<file path="config.mk">
export PLATFORM = sky130hd
export DESIGN_NAME = timer_status_flags_irq
export DESIGN_NICKNAME = d
export VERILOG_FILES = /design/src/core/timer_status_pkg.sv /design/src/core/periodic_tick_gen.sv /design/src/core/timer_status_flags_irq.sv
export VERILOG_INCLUDE_DIRS = /design/src /design/src/core
export SDC_FILE = /design/constraint.sdc
export NUM_CORES = 1
export LEC_CHECK = 0
export BUFFER_PORTS_ARGS = -buffer_cell sky130_fd_sc_hd__buf_2
export CAP_MARGIN = 20
export CORE_UTILIZATION = 50
export DETAILED_ROUTE_END_ITERATION = 6
export GPL_TIMING_DRIVEN = 0
export PLACE_DENSITY = 0.73
export RECOVER_POWER = 25
export SYNTH_ARGS = -nofsm -noshare
export SYNTH_HDL_FRONTEND = slang
export SYNTH_SLANG_ARGS = --single-unit
</file>
<file path="constraint.sdc">
create_clock -name clock_i -period 2.6 [get_ports clock_i]
set_clock_uncertainty 0.05 [all_clocks]
set_input_delay 0.26 -clock clock_i [delete_from_list [all_inputs] [get_ports clock_i]]
set_output_delay 0.26 -clock clock_i [all_outputs]
set_load 0.05 [all_outputs]
</file>
<file path="src/core/timer_status_map.svh">
`ifndef TIMER_STATUS_MAP_SVH
`define TIMER_STATUS_MAP_SVH

// ----------------------------------------------------------------
// Register offsets
// ----------------------------------------------------------------
`define EVENT_STATUS_OFS   8'h0C

// ----------------------------------------------------------------
// Status field positions
// ----------------------------------------------------------------
`define OSC_HALTED_BIT     7
`define UPDATE_BUSY_BIT    6
`define PERIODIC_BIT       1
`define ALARM_MATCH_BIT    0

// ----------------------------------------------------------------
// Reset values
// ----------------------------------------------------------------
`define OSC_HALTED_RST     1'b1
`define PERIODIC_RST       1'b0
`define ALARM_MATCH_RST    1'b0
`define RDATA_RST          8'h00

// ----------------------------------------------------------------
// Timing
// ----------------------------------------------------------------
`define CLK_HZ             10000000
`define BASE_HZ            4096
`define UPDATE_GUARD_US    60
`define PRESC_BITS         33

`endif

</file>
<file path="src/core/timer_status_pkg.sv">
package timer_status_pkg;

  // Bus byte
  typedef logic [7:0] bus_byte_t;
  // Periodic rate select code
  typedef logic [3:0] rate_code_t;
  // Base time counter
  typedef logic [11:0] base_count_t;

endpackage

</file>
<file path="src/core/periodic_tick_gen.sv">
`timescale 1ns/1ns
`include "timer_status_map.svh"

module periodic_tick_gen #(
  parameter int PRESC_W = `PRESC_BITS
) (
  // Clock and reset
  input  wire logic                     clock_i,
  input  wire logic                     resetn_i,
  // Time base
  input  wire logic                     base_tick_i,
  input  wire timer_status_pkg::rate_code_t rate_code_i,
  // Periodic event
  output logic                          tick_o
);
  import timer_status_pkg::*;

  logic [PRESC_W-1:0] presc_q;     // Base tick prescaler
  logic [PRESC_W-1:0] presc_d;     // Next prescaler value
  logic [5:0]         shift_w;     // Period exponent in base ticks
  logic [PRESC_W-1:0] mask_w;      // Low bits that must all be set

  // ----------------------------------------------------------------
  // Rate code to period exponent
  // ----------------------------------------------------------------
  // Code to exponent
  always_comb begin
    case (rate_code_i)
      4'h1:    shift_w = 6'd0;
      4'h2:    shift_w = 6'd1;
      4'h3:    shift_w = 6'd2;
      4'h4:    shift_w = 6'd3;
      4'h5:    shift_w = 6'd4;
      4'h6:    shift_w = 6'd5;
      4'h7:    shift_w = 6'd9;
      4'h8:    shift_w = 6'd10;
      4'h9:    shift_w = 6'd11;
      4'hA:    shift_w = 6'd12;
      4'hB:    shift_w = 6'd18;
      4'hC:    shift_w = 6'd24;
      4'hD:    shift_w = 6'd28;
      4'hE:    shift_w = 6'd31;
      4'hF:    shift_w = 6'd33;
      default: shift_w = 6'd0;
    endcase
  end

  assign mask_w  = {PRESC_W{1'b1}} >> (6'(PRESC_W) - shift_w);
  assign presc_d = presc_q + {{(PRESC_W-1){1'b0}}, 1'b1};
  assign tick_o  = base_tick_i && (rate_code_i != 4'h0) &&
                   ((presc_q & mask_w) == mask_w);

  // Prescaler advances once per base tick
  always_ff @(posedge clock_i or negedge resetn_i) begin
    if (!resetn_i) begin
      presc_q <= '0;
    end else if (base_tick_i) begin
      presc_q <= presc_d;
    end
  end

endmodule

</file>
<file path="src/core/timer_status_flags_irq.sv">
`timescale 1ns/1ns
`include "timer_status_map.svh"

// What this block does
// - Oscillator halt sets sticky flag bit 7
// - Power-up, dead supplies, battery disable set it
// - Any status write clears set flags
// - Bit 6 high while transfer may happen
// - Busy read low gives 60us write window
// - Busy read low gives 60us read window
// - Transfer fires on busy falling edge
// - Periodic flag bit 1 at selected rate
// - Tick on set periodic flag is dropped
// - Periodic enable pulls interrupt low on flag
// - Alarm match sets flag bit 0
// - Alarm enable pulls interrupt low on flag
// - Rate code zero disables periodic flag
// - Disabled flags leave interrupt alone
module timer_status_flags_irq (
  // Clock and reset
  input  wire logic                        clock_i,
  input  wire logic                        resetn_i,
  // Register access strobes
  input  wire timer_status_pkg::bus_byte_t reg_addr_i,
  input  wire logic                        reg_wr_i,
  input  wire logic                        reg_rd_i,
  input  wire timer_status_pkg::bus_byte_t reg_wdata_i,
  output timer_status_pkg::bus_byte_t      reg_rdata_o,
  // Control bits from control registers
  input  wire logic                        osc_enable_i,
  input  wire logic                        periodic_irq_enable_i,
  input  wire logic                        alarm_irq_enable_i,
  input  wire timer_status_pkg::rate_code_t periodic_rate_code_i,
  // Oscillator and power state
  input  wire logic                        osc_running_i,
  input  wire logic                        on_battery_i,
  // Alarm comparator
  input  wire logic                        alarm_match_i,
  // Outputs
  output logic                             irq_n_o,
  output logic                             update_busy_flag_o,
  output logic                             update_pulse_o
);
  import timer_status_pkg::*;

  // ----------------------------------------------------------------
  // Timing constants
  // ----------------------------------------------------------------
  localparam int          BASE_DIV_INT = `CLK_HZ / `BASE_HZ;
  localparam int          GUARD_INT    =
    (`UPDATE_GUARD_US * (`CLK_HZ / 1000000) + 0);
  localparam base_count_t BASE_LAST    = base_count_t'(BASE_DIV_INT - 1);
  localparam base_count_t BUSY_START   =
    base_count_t'(BASE_DIV_INT - GUARD_INT);
  localparam int          GUARD_CYC    = GUARD_INT;

  // ----------------------------------------------------------------
  // Declarations
  // ----------------------------------------------------------------
  logic        osc_meta_q;            // Sync stage one
  logic        osc_run_q;             // Sync stage two
  base_count_t base_cnt_q;            // Base period counter
  base_count_t base_cnt_d;            // Next counter value
  logic        run_w;                 // Time base running
  logic        base_wrap_w;           // End of base period
  logic        busy_q;                // Update busy flag
  logic        busy_d;                // Next busy flag
  logic        update_q;              // Transfer strobe
  logic        osc_halted_q;          // Oscillator halted flag
  logic        osc_halted_d;          // Next halted flag
  logic        periodic_q;            // Periodic flag
  logic        periodic_d;            // Next periodic flag
  logic        alarm_q;               // Alarm flag
  logic        alarm_d;               // Next alarm flag
  logic        irq_n_q;               // Interrupt request, low active
  bus_byte_t   rdata_q;               // Read data holding
  logic        status_sel_w;          // Status address decode
  logic        status_wr_w;           // Status write strobe
  logic        status_rd_w;           // Status read strobe
  logic        halt_cond_w;           // Oscillator halt condition
  logic        periodic_tick_w;       // Periodic event
  logic        irq_req_w;             // Enabled flag pending
  bus_byte_t   status_w;              // Status byte view
  logic [11:0] busy_len_q;            // Busy high length, checking only

  // ----------------------------------------------------------------
  // Oscillator sense synchroniser
  // ----------------------------------------------------------------
  // Two stage sync
  always_ff @(posedge clock_i or negedge resetn_i) begin
    if (!resetn_i) begin
      osc_meta_q <= 1'b0;
      osc_run_q  <= 1'b0;
    end else begin
      osc_meta_q <= osc_running_i;
      osc_run_q  <= osc_meta_q;
    end
  end

  // ----------------------------------------------------------------
  // Base time and update busy window
  // ----------------------------------------------------------------
  assign run_w       = osc_enable_i && osc_run_q;
  assign base_wrap_w = run_w && (base_cnt_q == BASE_LAST);
  assign base_cnt_d  = !run_w      ? base_cnt_q :
                       base_wrap_w ? '0 :
                       base_cnt_q + 12'h001;
  assign busy_d      = (base_cnt_d >= BUSY_START);

  // Base counter and busy flag
  always_ff @(posedge clock_i or negedge resetn_i) begin
    if (!resetn_i) begin
      base_cnt_q <= '0;
      busy_q     <= 1'b0;
      update_q   <= 1'b0;
    end else begin
      base_cnt_q <= base_cnt_d;
      busy_q     <= busy_d;
      update_q   <= busy_q && !busy_d;
    end
  end

  // ----------------------------------------------------------------
  // Periodic rate generator
  // ----------------------------------------------------------------
  // Periodic tick at selected rate
  periodic_tick_gen #(
    .PRESC_W (`PRESC_BITS)
  ) u_tick (
    .clock_i     (clock_i),
    .resetn_i    (resetn_i),
    .base_tick_i (base_wrap_w),
    .rate_code_i (periodic_rate_code_i),
    .tick_o      (periodic_tick_w)
  );

  // ----------------------------------------------------------------
  // Register decode
  // ----------------------------------------------------------------
  assign status_sel_w = (reg_addr_i == `EVENT_STATUS_OFS);
  assign status_wr_w  = reg_wr_i && status_sel_w;
  assign status_rd_w  = reg_rd_i && status_sel_w;

  assign status_w = {osc_halted_q, busy_q, 4'h0, periodic_q, alarm_q};

  // ----------------------------------------------------------------
  // Flag next state, set wins over clear
  // ----------------------------------------------------------------
  // Halt, dead supply or battery disable
  assign halt_cond_w  = !osc_run_q || (on_battery_i && !osc_enable_i);
  assign osc_halted_d = halt_cond_w || (osc_halted_q && !status_wr_w);
  // Extra tick leaves set flag alone
  assign periodic_d   = periodic_tick_w || (periodic_q && !status_wr_w);
  assign alarm_d      = alarm_match_i || (alarm_q && !status_wr_w);
  assign irq_req_w    = (periodic_d && periodic_irq_enable_i) ||
                        (alarm_d && alarm_irq_enable_i);

  // Flag registers
  always_ff @(posedge clock_i or negedge resetn_i) begin
    if (!resetn_i) begin
      osc_halted_q <= `OSC_HALTED_RST;
      periodic_q   <= `PERIODIC_RST;
      alarm_q      <= `ALARM_MATCH_RST;
    end else begin
      osc_halted_q <= osc_halted_d;
      periodic_q   <= periodic_d;
      alarm_q      <= alarm_d;
    end
  end

  // Interrupt output register
  always_ff @(posedge clock_i or negedge resetn_i) begin
    if (!resetn_i) begin
      irq_n_q <= 1'b1;
    end else begin
      // Low while any enabled flag set
      irq_n_q <= !irq_req_w;
    end
  end

  // Read data capture, unmapped reads give zero
  always_ff @(posedge clock_i or negedge resetn_i) begin
    if (!resetn_i) begin
      rdata_q <= `RDATA_RST;
    end else if (reg_rd_i) begin
      rdata_q <= status_rd_w ? status_w : 8'h00;
    end
  end

  // ----------------------------------------------------------------
  // Outputs
  // ----------------------------------------------------------------
  assign reg_rdata_o        = rdata_q;
  assign irq_n_o            = irq_n_q;
  assign update_busy_flag_o = busy_q;
  assign update_pulse_o     = update_q;

  // ----------------------------------------------------------------
  // Checks
  // ----------------------------------------------------------------
  // Busy high run length
  always_ff @(posedge clock_i or negedge resetn_i) begin
    if (!resetn_i) begin
      busy_len_q <= '0;
    end else begin
      busy_len_q <= busy_q ? busy_len_q + 12'h001 : 12'h000;
    end
  end

  property p_halt_sets;
    @(posedge clock_i) disable iff (!resetn_i)
    halt_cond_w |=> osc_halted_q;
  endproperty
  a_halt_sets: assert property (p_halt_sets)
    else $error("halted flag not set");

  property p_write_clears;
    @(posedge clock_i) disable iff (!resetn_i)
    (status_wr_w && !periodic_tick_w && !alarm_match_i && !halt_cond_w)
      |=> !periodic_q && !alarm_q && !osc_halted_q;
  endproperty
  a_write_clears: assert property (p_write_clears)
    else $error("status write did not clear flags");

  property p_guard;
    @(posedge clock_i) disable iff (!resetn_i)
    (busy_len_q != 12'h000) && !busy_q |-> busy_len_q == 12'(GUARD_CYC);
  endproperty
  a_guard: assert property (p_guard)
    else $error("busy window shorter than guard");

  property p_update_edge;
    @(posedge clock_i) disable iff (!resetn_i)
    $fell(busy_q) |-> update_pulse_o ##1 !update_pulse_o;
  endproperty
  a_update_edge: assert property (p_update_edge)
    else $error("transfer not on busy fall");

  property p_periodic_set;
    @(posedge clock_i) disable iff (!resetn_i)
    periodic_tick_w |=> periodic_q;
  endproperty
  a_periodic_set: assert property (p_periodic_set)
    else $error("periodic tick lost");

  property p_irq_pf;
    @(posedge clock_i) disable iff (!resetn_i)
    $rose(periodic_q) && $past(periodic_irq_enable_i) |-> !irq_n_o;
  endproperty
  a_irq_pf: assert property (p_irq_pf)
    else $error("periodic interrupt missing");

  property p_alarm_set;
    @(posedge clock_i) disable iff (!resetn_i)
    alarm_match_i |=> alarm_q && status_w[`ALARM_MATCH_BIT];
  endproperty
  a_alarm_set: assert property (p_alarm_set)
    else $error("alarm flag not set");

  property p_irq_alarm;
    @(posedge clock_i) disable iff (!resetn_i)
    $rose(alarm_q) && $past(alarm_irq_enable_i) |-> !irq_n_o;
  endproperty
  a_irq_alarm: assert property (p_irq_alarm)
    else $error("alarm interrupt missing");

  property p_irq_cause;
    @(posedge clock_i) disable iff (!resetn_i)
    !irq_n_o |-> (periodic_q && $past(periodic_irq_enable_i)) ||
                 (alarm_q && $past(alarm_irq_enable_i));
  endproperty
  a_irq_cause: assert property (p_irq_cause)
    else $error("interrupt without enabled flag");

  property p_zero_bits;
    @(posedge clock_i) disable iff (!resetn_i)
    reg_rdata_o[5:2] == 4'h0;
  endproperty
  a_zero_bits: assert property (p_zero_bits)
    else $error("reserved status bits nonzero");

  property p_code_zero;
    @(posedge clock_i) disable iff (!resetn_i)
    (periodic_rate_code_i == 4'h0) |-> !periodic_tick_w;
  endproperty
  a_code_zero: assert property (p_code_zero)
    else $error("periodic tick with code zero");

endmodule

</file>
==> flow_summary.ini, run 1 <==
[floorplanning]
design.portCount = 41
vert_die_dim_um = 83.0
num_rows = 29
die_width_um = 83.0
die_area_um2 = 6890
fp.coreArea_um2 = 6350
floorplan.initialDensity_pct = 51.7

[min_path]
worst_hold_check_path_type = input port to register

[global_routing]
global_route_wire_length_before_repair_mm = 12.4
first_global_vias = 2667
gr-usage-all-layers_pct = 22.5
antenna_found_initial = 0
grt_remaining_overflow = 0
largest_net_degree_at_the_start_of_global_routing = 37

[sta]
hold_viol_final = 0
maxSlewViolCount = 0
period_share_pct = 104
grt_setup_unrepaired = true
finalSetupViolCount = 2
setup_slack_ns = -0.0958
worstMarginPinSlew_ns = 1.09
layout_min_cycle_time_ns = 2.70
max_freq_mhz = 371
worst_slew_margin_rel_pct = 27.0

[power]
power_density_nw_per_um2 = 550
finalPower_w = 0.00231
reg_power_share_pct = 41.6
power_report.internal_total_w = 0.00166
share_of_total_power_in_the_clock_network_pct = 36.1
switching_power_w = 0.000649
vdd.ir_drop.worst_v = 0.000458
p_leak_nw = 1.98
switching_share_pct = 28.1
power.share.combinational_pct = 22.3

[place]
dpl.cell_count = 450
numPortBuffers = 28
placed_cell_area_um2 = 3640
gp_routability_congestion = 0.943
place_hpwl_mm = 4.90
dp_worst_setup_slack_ns = -0.631

[detailed_routing]
detail_route.first_pass.iterations = 4
final_antenna_net_count = 0
post_drt_via_cell_ratio = 5.70
detail_route.drc_violations = 0
drt-initial-drc-count = 211
wl_per_cell_um = 15.1
totalWireLength_mm = 7.46
via_count = 2808

[final_layout]
drive_above_1_share_pct = 27.4
antenna_cells = 0
area_growth_pct = 27.9
layout.nets = 454
number_of_cells_in_the_finished_layout_apart_from_fillers = 493
final_design_area_no_fill_um2 = 4200

[synth]
cell_area_after_synthesis_um2 = 3280
postSynth.topFlopCell = sky130_fd_sc_hd__dfrtp_1
synth_warnings = 0
synth_adder_area_share_pct = 4.95
synth-compound-area-share_pct = 11.7
xor_and_xnor_area_share_after_synthesis_pct = 11.2
asyncSetResetFlopFracSynth_pct = 100
fraction_of_synthesized_cell_area_taken_by_the_top_area_cell_type_pct = 41.9
synthesis.area_per_instance_um2 = 9.63
synth-edff-count = 0
post_synth_main_area_contributors = sky130_fd_sc_hd__dfrtp_1, sky130_fd_sc_hd__xnor2_1, sky130_fd_sc_hd__ha_1
post_synth_mux_area_share_pct = 1.71
synth_simple_gate_area_share_pct = 22.3
synth_seq_cells = 57
synth_common_cells = sky130_fd_sc_hd__dfrtp_1, sky130_fd_sc_hd__nand2_1, sky130_fd_sc_hd__xnor2_1, sky130_fd_sc_hd__inv_1, sky130_fd_sc_hd__nand3_1
cell_taking_the_most_area_after_synthesis = sky130_fd_sc_hd__dfrtp_1
yosysMostFrequentCell = sky130_fd_sc_hd__dfrtp_1
count_of_distinct_cell_types_in_the_synthesized_netlist = 58
synth.yosys.seq_area_share_pct = 43.5
combinational_family_with_the_most_area_after_synthesis = simple AND/OR/NAND/NOR gates
synthCells = 341

[worst_setup_path]
worst-endpoint-arrival_ns = 2.91
critPathKind = input port to register
cp_max_fo = 6
crit_required_ns = 2.81
crit_path_end_kind = register
critPathLaunchType = input port

[cts]
tritoncts = yes
cts_max_path_buffers = 2
clk_pin_slew_ns = 0.07
cts-root-buf = sky130_fd_sc_hd__clkbuf_8
worstSkewPairLatency_ns = 0.34
cts.htree.levels = 3
cts-buffers-inserted = 9
clkSinkCount = 57

[flow_run]
maxCapViolCount = 0

[status]
violations = setup timing
run_status = finished, violations left
[critical path, stage by stage]
cell and delay, ns:
sky130_fd_sc_hd__buf_12 0.09, sky130_fd_sc_hd__clkinvlp_4 0.16, sky130_fd_sc_hd__ha_4 0.20, sky130_fd_sc_hd__mux4_2 0.55, sky130_fd_sc_hd__ha_4 0.21, sky130_fd_sc_hd__inv_2 0.05
sky130_fd_sc_hd__o211ai_1 0.19, sky130_fd_sc_hd__nand3_4 0.20, sky130_fd_sc_hd__a31oi_4 0.11, sky130_fd_sc_hd__a2111oi_4 0.34, sky130_fd_sc_hd__nand4_1 0.20, sky130_fd_sc_hd__o41a_1 0.35
[layout by cell type, fill, tap and decap left out, drive strengths merged, types with 5 or more instances in the layout]
cell     n
buf     61
dfrtp   55
nand2   31
xnor2   26
nand3   21
inv     21
nor2    18
o21ai   17
clkbuf  17
xor2    16
ha      13
and3    12
a21oi   10
nor3     8
nand4    7
nand2b   7
and4     6
and2     5
[through the flow]
stage / utilization, % / setup TNS, ns / hold slack [ns]
floorplan: - / -0.131 / -0.0856
global placement: 57.1 / -2.77 / 0.283
detailed placement: 57.4 / -2.95 / 0.206
CTS: 64.0 / -0.420 / 0.0628
global route: 66.1 / -0.368 / 0.0590
finish: 66.1 / -0.145 / 0.0770
[what timing repair did]
item                                    4_1_cts  5_1_grt
endpoints found under the setup margin       12       17
hold buffers                                  2        0
setup buffers                                15       12
resized for setup                            23       17
pin swaps                                    12       16
endpoints found under the hold margin        20        0
[sequential cells by signal, summed over array words and instances (netlist names)]
name and cells:
irq_n_o 1, osc_run_q 1, alarm_q 1, update_busy_flag_o 1, update_pulse_o 1, periodic_q 1, osc_meta_q 1, reg_rdata_o 4
osc_halted_q 1, base_cnt_q 12, u_tick.presc_q 33
[power by group through the flow]
stage          clock network (W)  registers [W]  logic [W]
2_1_floorplan                  0       0.000974   0.000289
3_3_place_gp                   0       0.000979   0.000378
3_5_place_dp                   0       0.000982   0.000388
4_1_cts                 0.000850       0.000966   0.000420
5_1_grt                 0.000892       0.000964   0.000559
6_report                0.000833       0.000960   0.000515
[worst paths after layout]
check	start	end	slack, ns	cells past startpoint
min in group asynchronous	resetn_i	base_cnt_q[5]	0.58	2
max in group asynchronous	resetn_i	base_cnt_q[1]	0.40	3
min reg2reg	osc_meta_q	osc_run_q	0.30	0
max reg2reg	base_cnt_q[6]	u_tick.presc_q[32]	0.07	8
min	alarm_match_i	alarm_q	0.08	2
max	periodic_rate_code_i[0]	irq_n_o	-0.1	12
[cell type report]
type / instances / area [um2]
inverter: 22 / 91.3
buffer: 9 / 66.3
clock inverter: 3 / 40.0
tap: 77 / 96.3
timing repair buffer: 58 / 388
fill: 503 / 2150
clock buffer: 13 / 159
multi-input combinational: 254 / 1930
sequential: 57 / 1430
[logic make-up after synthesis]
kind of cell / Yosys count
muxes: 3
DFF: 57
buffers and inverters: 33
other: 1
and+or+nand+nor: 134
AOI/OAI and AO/OA: 58
xor gates and xnor gates: 42
adders and majority gates: 13
[metal layers]
layer / GRT usage (%) / share of wire (%) / wire length (um) / vias up
met5: 0 / 0 / 0 / -
met1: 29.5 / 44 / 3270 / 1358
met2: 35.8 / 49 / 3640 / 91
met3: 6.06 / 5.8 / 431 / 17
met4: 8.46 / 1.6 / 123 / 0
li1: - / - / - / 1342
Note: power is estimated with default switching activity, not from simulation.
==> run 2: changes to the inputs <==
--- a/config.mk
+++ b/config.mk
@@ -8,9 +8,12 @@
 export LEC_CHECK = 0
 export BUFFER_PORTS_ARGS = -buffer_cell sky130_fd_sc_hd__buf_2
 export CAP_MARGIN = 20
+export CORE_ASPECT_RATIO = 0.7
 export CORE_UTILIZATION = 50
+export CTS_BUF_LIST = sky130_fd_sc_hd__clkbuf_4 sky130_fd_sc_hd__clkbuf_8
 export DETAILED_ROUTE_END_ITERATION = 6
 export GPL_TIMING_DRIVEN = 0
+export HOLD_SLACK_MARGIN = 0.1
 export PLACE_DENSITY = 0.73
 export RECOVER_POWER = 25
 export SYNTH_ARGS = -nofsm -noshare
==> run 2 against run 1 <==
Against the previous run: the flow still finishes with violations (setup timing); register-to-register slack about the same; final cell count unchanged; setup slack got worse by 0.048 ns; routed wire length increased by 9.3%; critical endpoint unchanged; global-route usage increased by 2.9 points.
==> flow_summary.ini, run 2 (same netlist as run 1, synthesis figures left out) <==
[sta]
hold_viol_final = 0
finalSetupViolCount = 2
worstMarginPinSlew_ns = 1.39
maxSlewViolCount = 0
grt_setup_unrepaired = true
whs_ns = 0.126
worst_slew_margin_rel_pct = 7.50
max_freq_mhz = 365
period_share_pct = 106
setup_slack_ns = -0.143
layout_min_cycle_time_ns = 2.74

[worst_setup_path]
worst-path-buf-inv = 3
cp_slowest_stage_delay_ns = 0.58
worst-endpoint-arrival_ns = 2.96
critPathLaunchType = input port
crit_chain = buf_12, clkinvlp_4, ha_4, mux4_2, ha_4, inv_2, o211ai_1, nand3_4, a31oi_4, a2111oi_4, nand4_1, o41a_1
critPathKind = input port to register
timing.critical_path.max_delay_family = compound AO/OA/AOI/OAI gates
cp_max_fo = 7
cp_slowest_cell = sky130_fd_sc_hd__mux4_2
crit_path_end_kind = register
critical_path.most_common_cell = sky130_fd_sc_hd__ha_4
crit_required_ns = 2.82

[detailed_routing]
wl_per_cell_um = 16.5
drt-initial-drc-count = 233
detail_route.first_pass.iterations = 5
detail_route.drc_violations = 0
final_antenna_net_count = 0
via_count = 2826
post_drt_via_cell_ratio = 5.73
totalWireLength_mm = 8.15

[final_layout]
area_growth_pct = 30.3
layout.nets = 453
layout.cells.most_common_list = sky130_fd_sc_hd__dfrtp_1, sky130_fd_sc_hd__nand2_1, sky130_fd_sc_hd__buf_4
drive_above_1_share_pct = 30.1
antenna_cells = 0
largest_register_ff_count = 33
fillers = 468
layout_commonest_cell = sky130_fd_sc_hd__dfrtp_1
final_core_utilization_pct = 68.1
regMostFlops = u_tick.presc_q

[cts]
cts_max_path_buffers = 2
worstSkewPairLatency_ns = 0.35
cts-root-buf = sky130_fd_sc_hd__clkbuf_8
cts.htree.levels = 3
cts-buffers-inserted = 9
tritoncts = yes
clk_pin_slew_ns = 0.07
clkSinkCount = 57

[floorplanning]
vert_die_dim_um = 69.8
design.portCount = 41
num_rows = 24
die_width_um = 98.9
floorplan.initialDensity_pct = 52.3
fp.coreArea_um2 = 6280
die_area_um2 = 6900

[global_routing]
first_global_vias = 2779
grt_remaining_overflow = 0
global_route_wire_length_before_repair_mm = 13.4
antenna_found_initial = 0
gr-usage-all-layers_pct = 25.4
largest_net_degree_at_the_start_of_global_routing = 33

[power]
reg_power_share_pct = 41.5
share_of_total_power_in_the_clock_network_pct = 37.7
finalPower_w = 0.00232
power.share.combinational_pct = 20.8
p_leak_nw = 1.99
vdd.ir_drop.worst_v = 0.000473
power_report.internal_total_w = 0.00164
power_density_nw_per_um2 = 544
switching_power_w = 0.000682
switching_share_pct = 29.3

[place]
gp_routability_congestion = 0.870
numPortBuffers = 28
place_hpwl_mm = 5.31

[status]
run_status = finished, violations left
violations = setup timing

[flow_run]
maxCapViolCount = 0

[min_path]
worst_hold_check_path_type = input port to register
## run 2: cell count changes in the layout (fill, tap and decap cells not counted), sizes merged
cell         before  now
buf              61   59
clkinvlp          1    4
dlygate4sd3       2    3
clkinv            2    0
clkbuf           17   16
## run 2: per-layer routing
metal,vias to the layer above,GRT usage (%),wire (um)
li1,1344,-,-
met1,1376,37.3,4080
met2,90,36.8,3540
met3,16,6.75,455
met4,0,7.30,81
met5,-,0,0
## run 2: worst paths after layout
kind	start	endpoint	slack, ns	depth (start not counted)
max	periodic_rate_code_i[0]	irq_n_o	-0.14	12
min	on_battery_i	osc_halted_q	0.13	3
max reg2reg	base_cnt_q[9]	irq_n_o	0.06	7
min reg2reg	osc_meta_q	osc_run_q	0.30	0
max in group asynchronous	resetn_i	u_tick.presc_q[8]	0.33	3
min in group asynchronous	resetn_i	u_tick.presc_q[32]	0.71	2
## run 2: final cells by class
cell class / count / area [um2] / area share [%]
repair buffers: 58 / 394 / 9.22
clock buffers: 12 / 159 / 3.72
multi-input cells: 254 / 2000 / 46.8
well taps: 78 / 97.6 / 2.28
flip-flops and latches: 57 / 1430 / 33.4
plain buffers: 8 / 51.3 / 1.20
clock inverters: 4 / 52.6 / 1.23
inverters: 22 / 93.8 / 2.19
## run 2: worst min-delay path, delay by kind of cell
| family | cells | cell delay [ns] |
|---|---|---|
| and+or+nand+nor | 2 | 0.15 |
| buffers and inverters | 1 | 0.07 |
## run 2: power groups by stage
| stage | combinational [W] | sequential [W] | clock [W] |
|---|---|---|---|
| 2_1_floorplan | 0.000289 | 0.000974 | 0 |
| 5_1_grt | 0.000524 | 0.000972 | 0.000920 |
| 6_report | 0.000484 | 0.000964 | 0.000876 |
| 4_1_cts | 0.000460 | 0.000963 | 0.000881 |
| 3_3_place_gp | 0.000381 | 0.000977 | 0 |
| 3_5_place_dp | 0.000397 | 0.000980 | 0 |
## run 2: what timing repair did
action	in CTS	in global routing
gates resized for setup	28	26
setup endpoints to repair	12	16
gates cloned	0	0
setup buffers	21	5
hold endpoints to repair	25	0
hold buffers	3	0
pin swaps	17	18
## run 2: metrics by stage
step | worst slack, ns | area, um2 | setup TNS (ns) | cells
2_1_floorplan | -0.118 | 3390 | -0.131 | 344
3_3_place_gp | -0.706 | 3620 | -2.83 | 450
3_5_place_dp | -0.684 | 3640 | -2.91 | 451
4_1_cts | -0.172 | 4160 | -0.329 | 491
5_1_grt | -0.193 | 4280 | -3.69 | 493
6_report | -0.143 | 4280 | -0.172 | 493
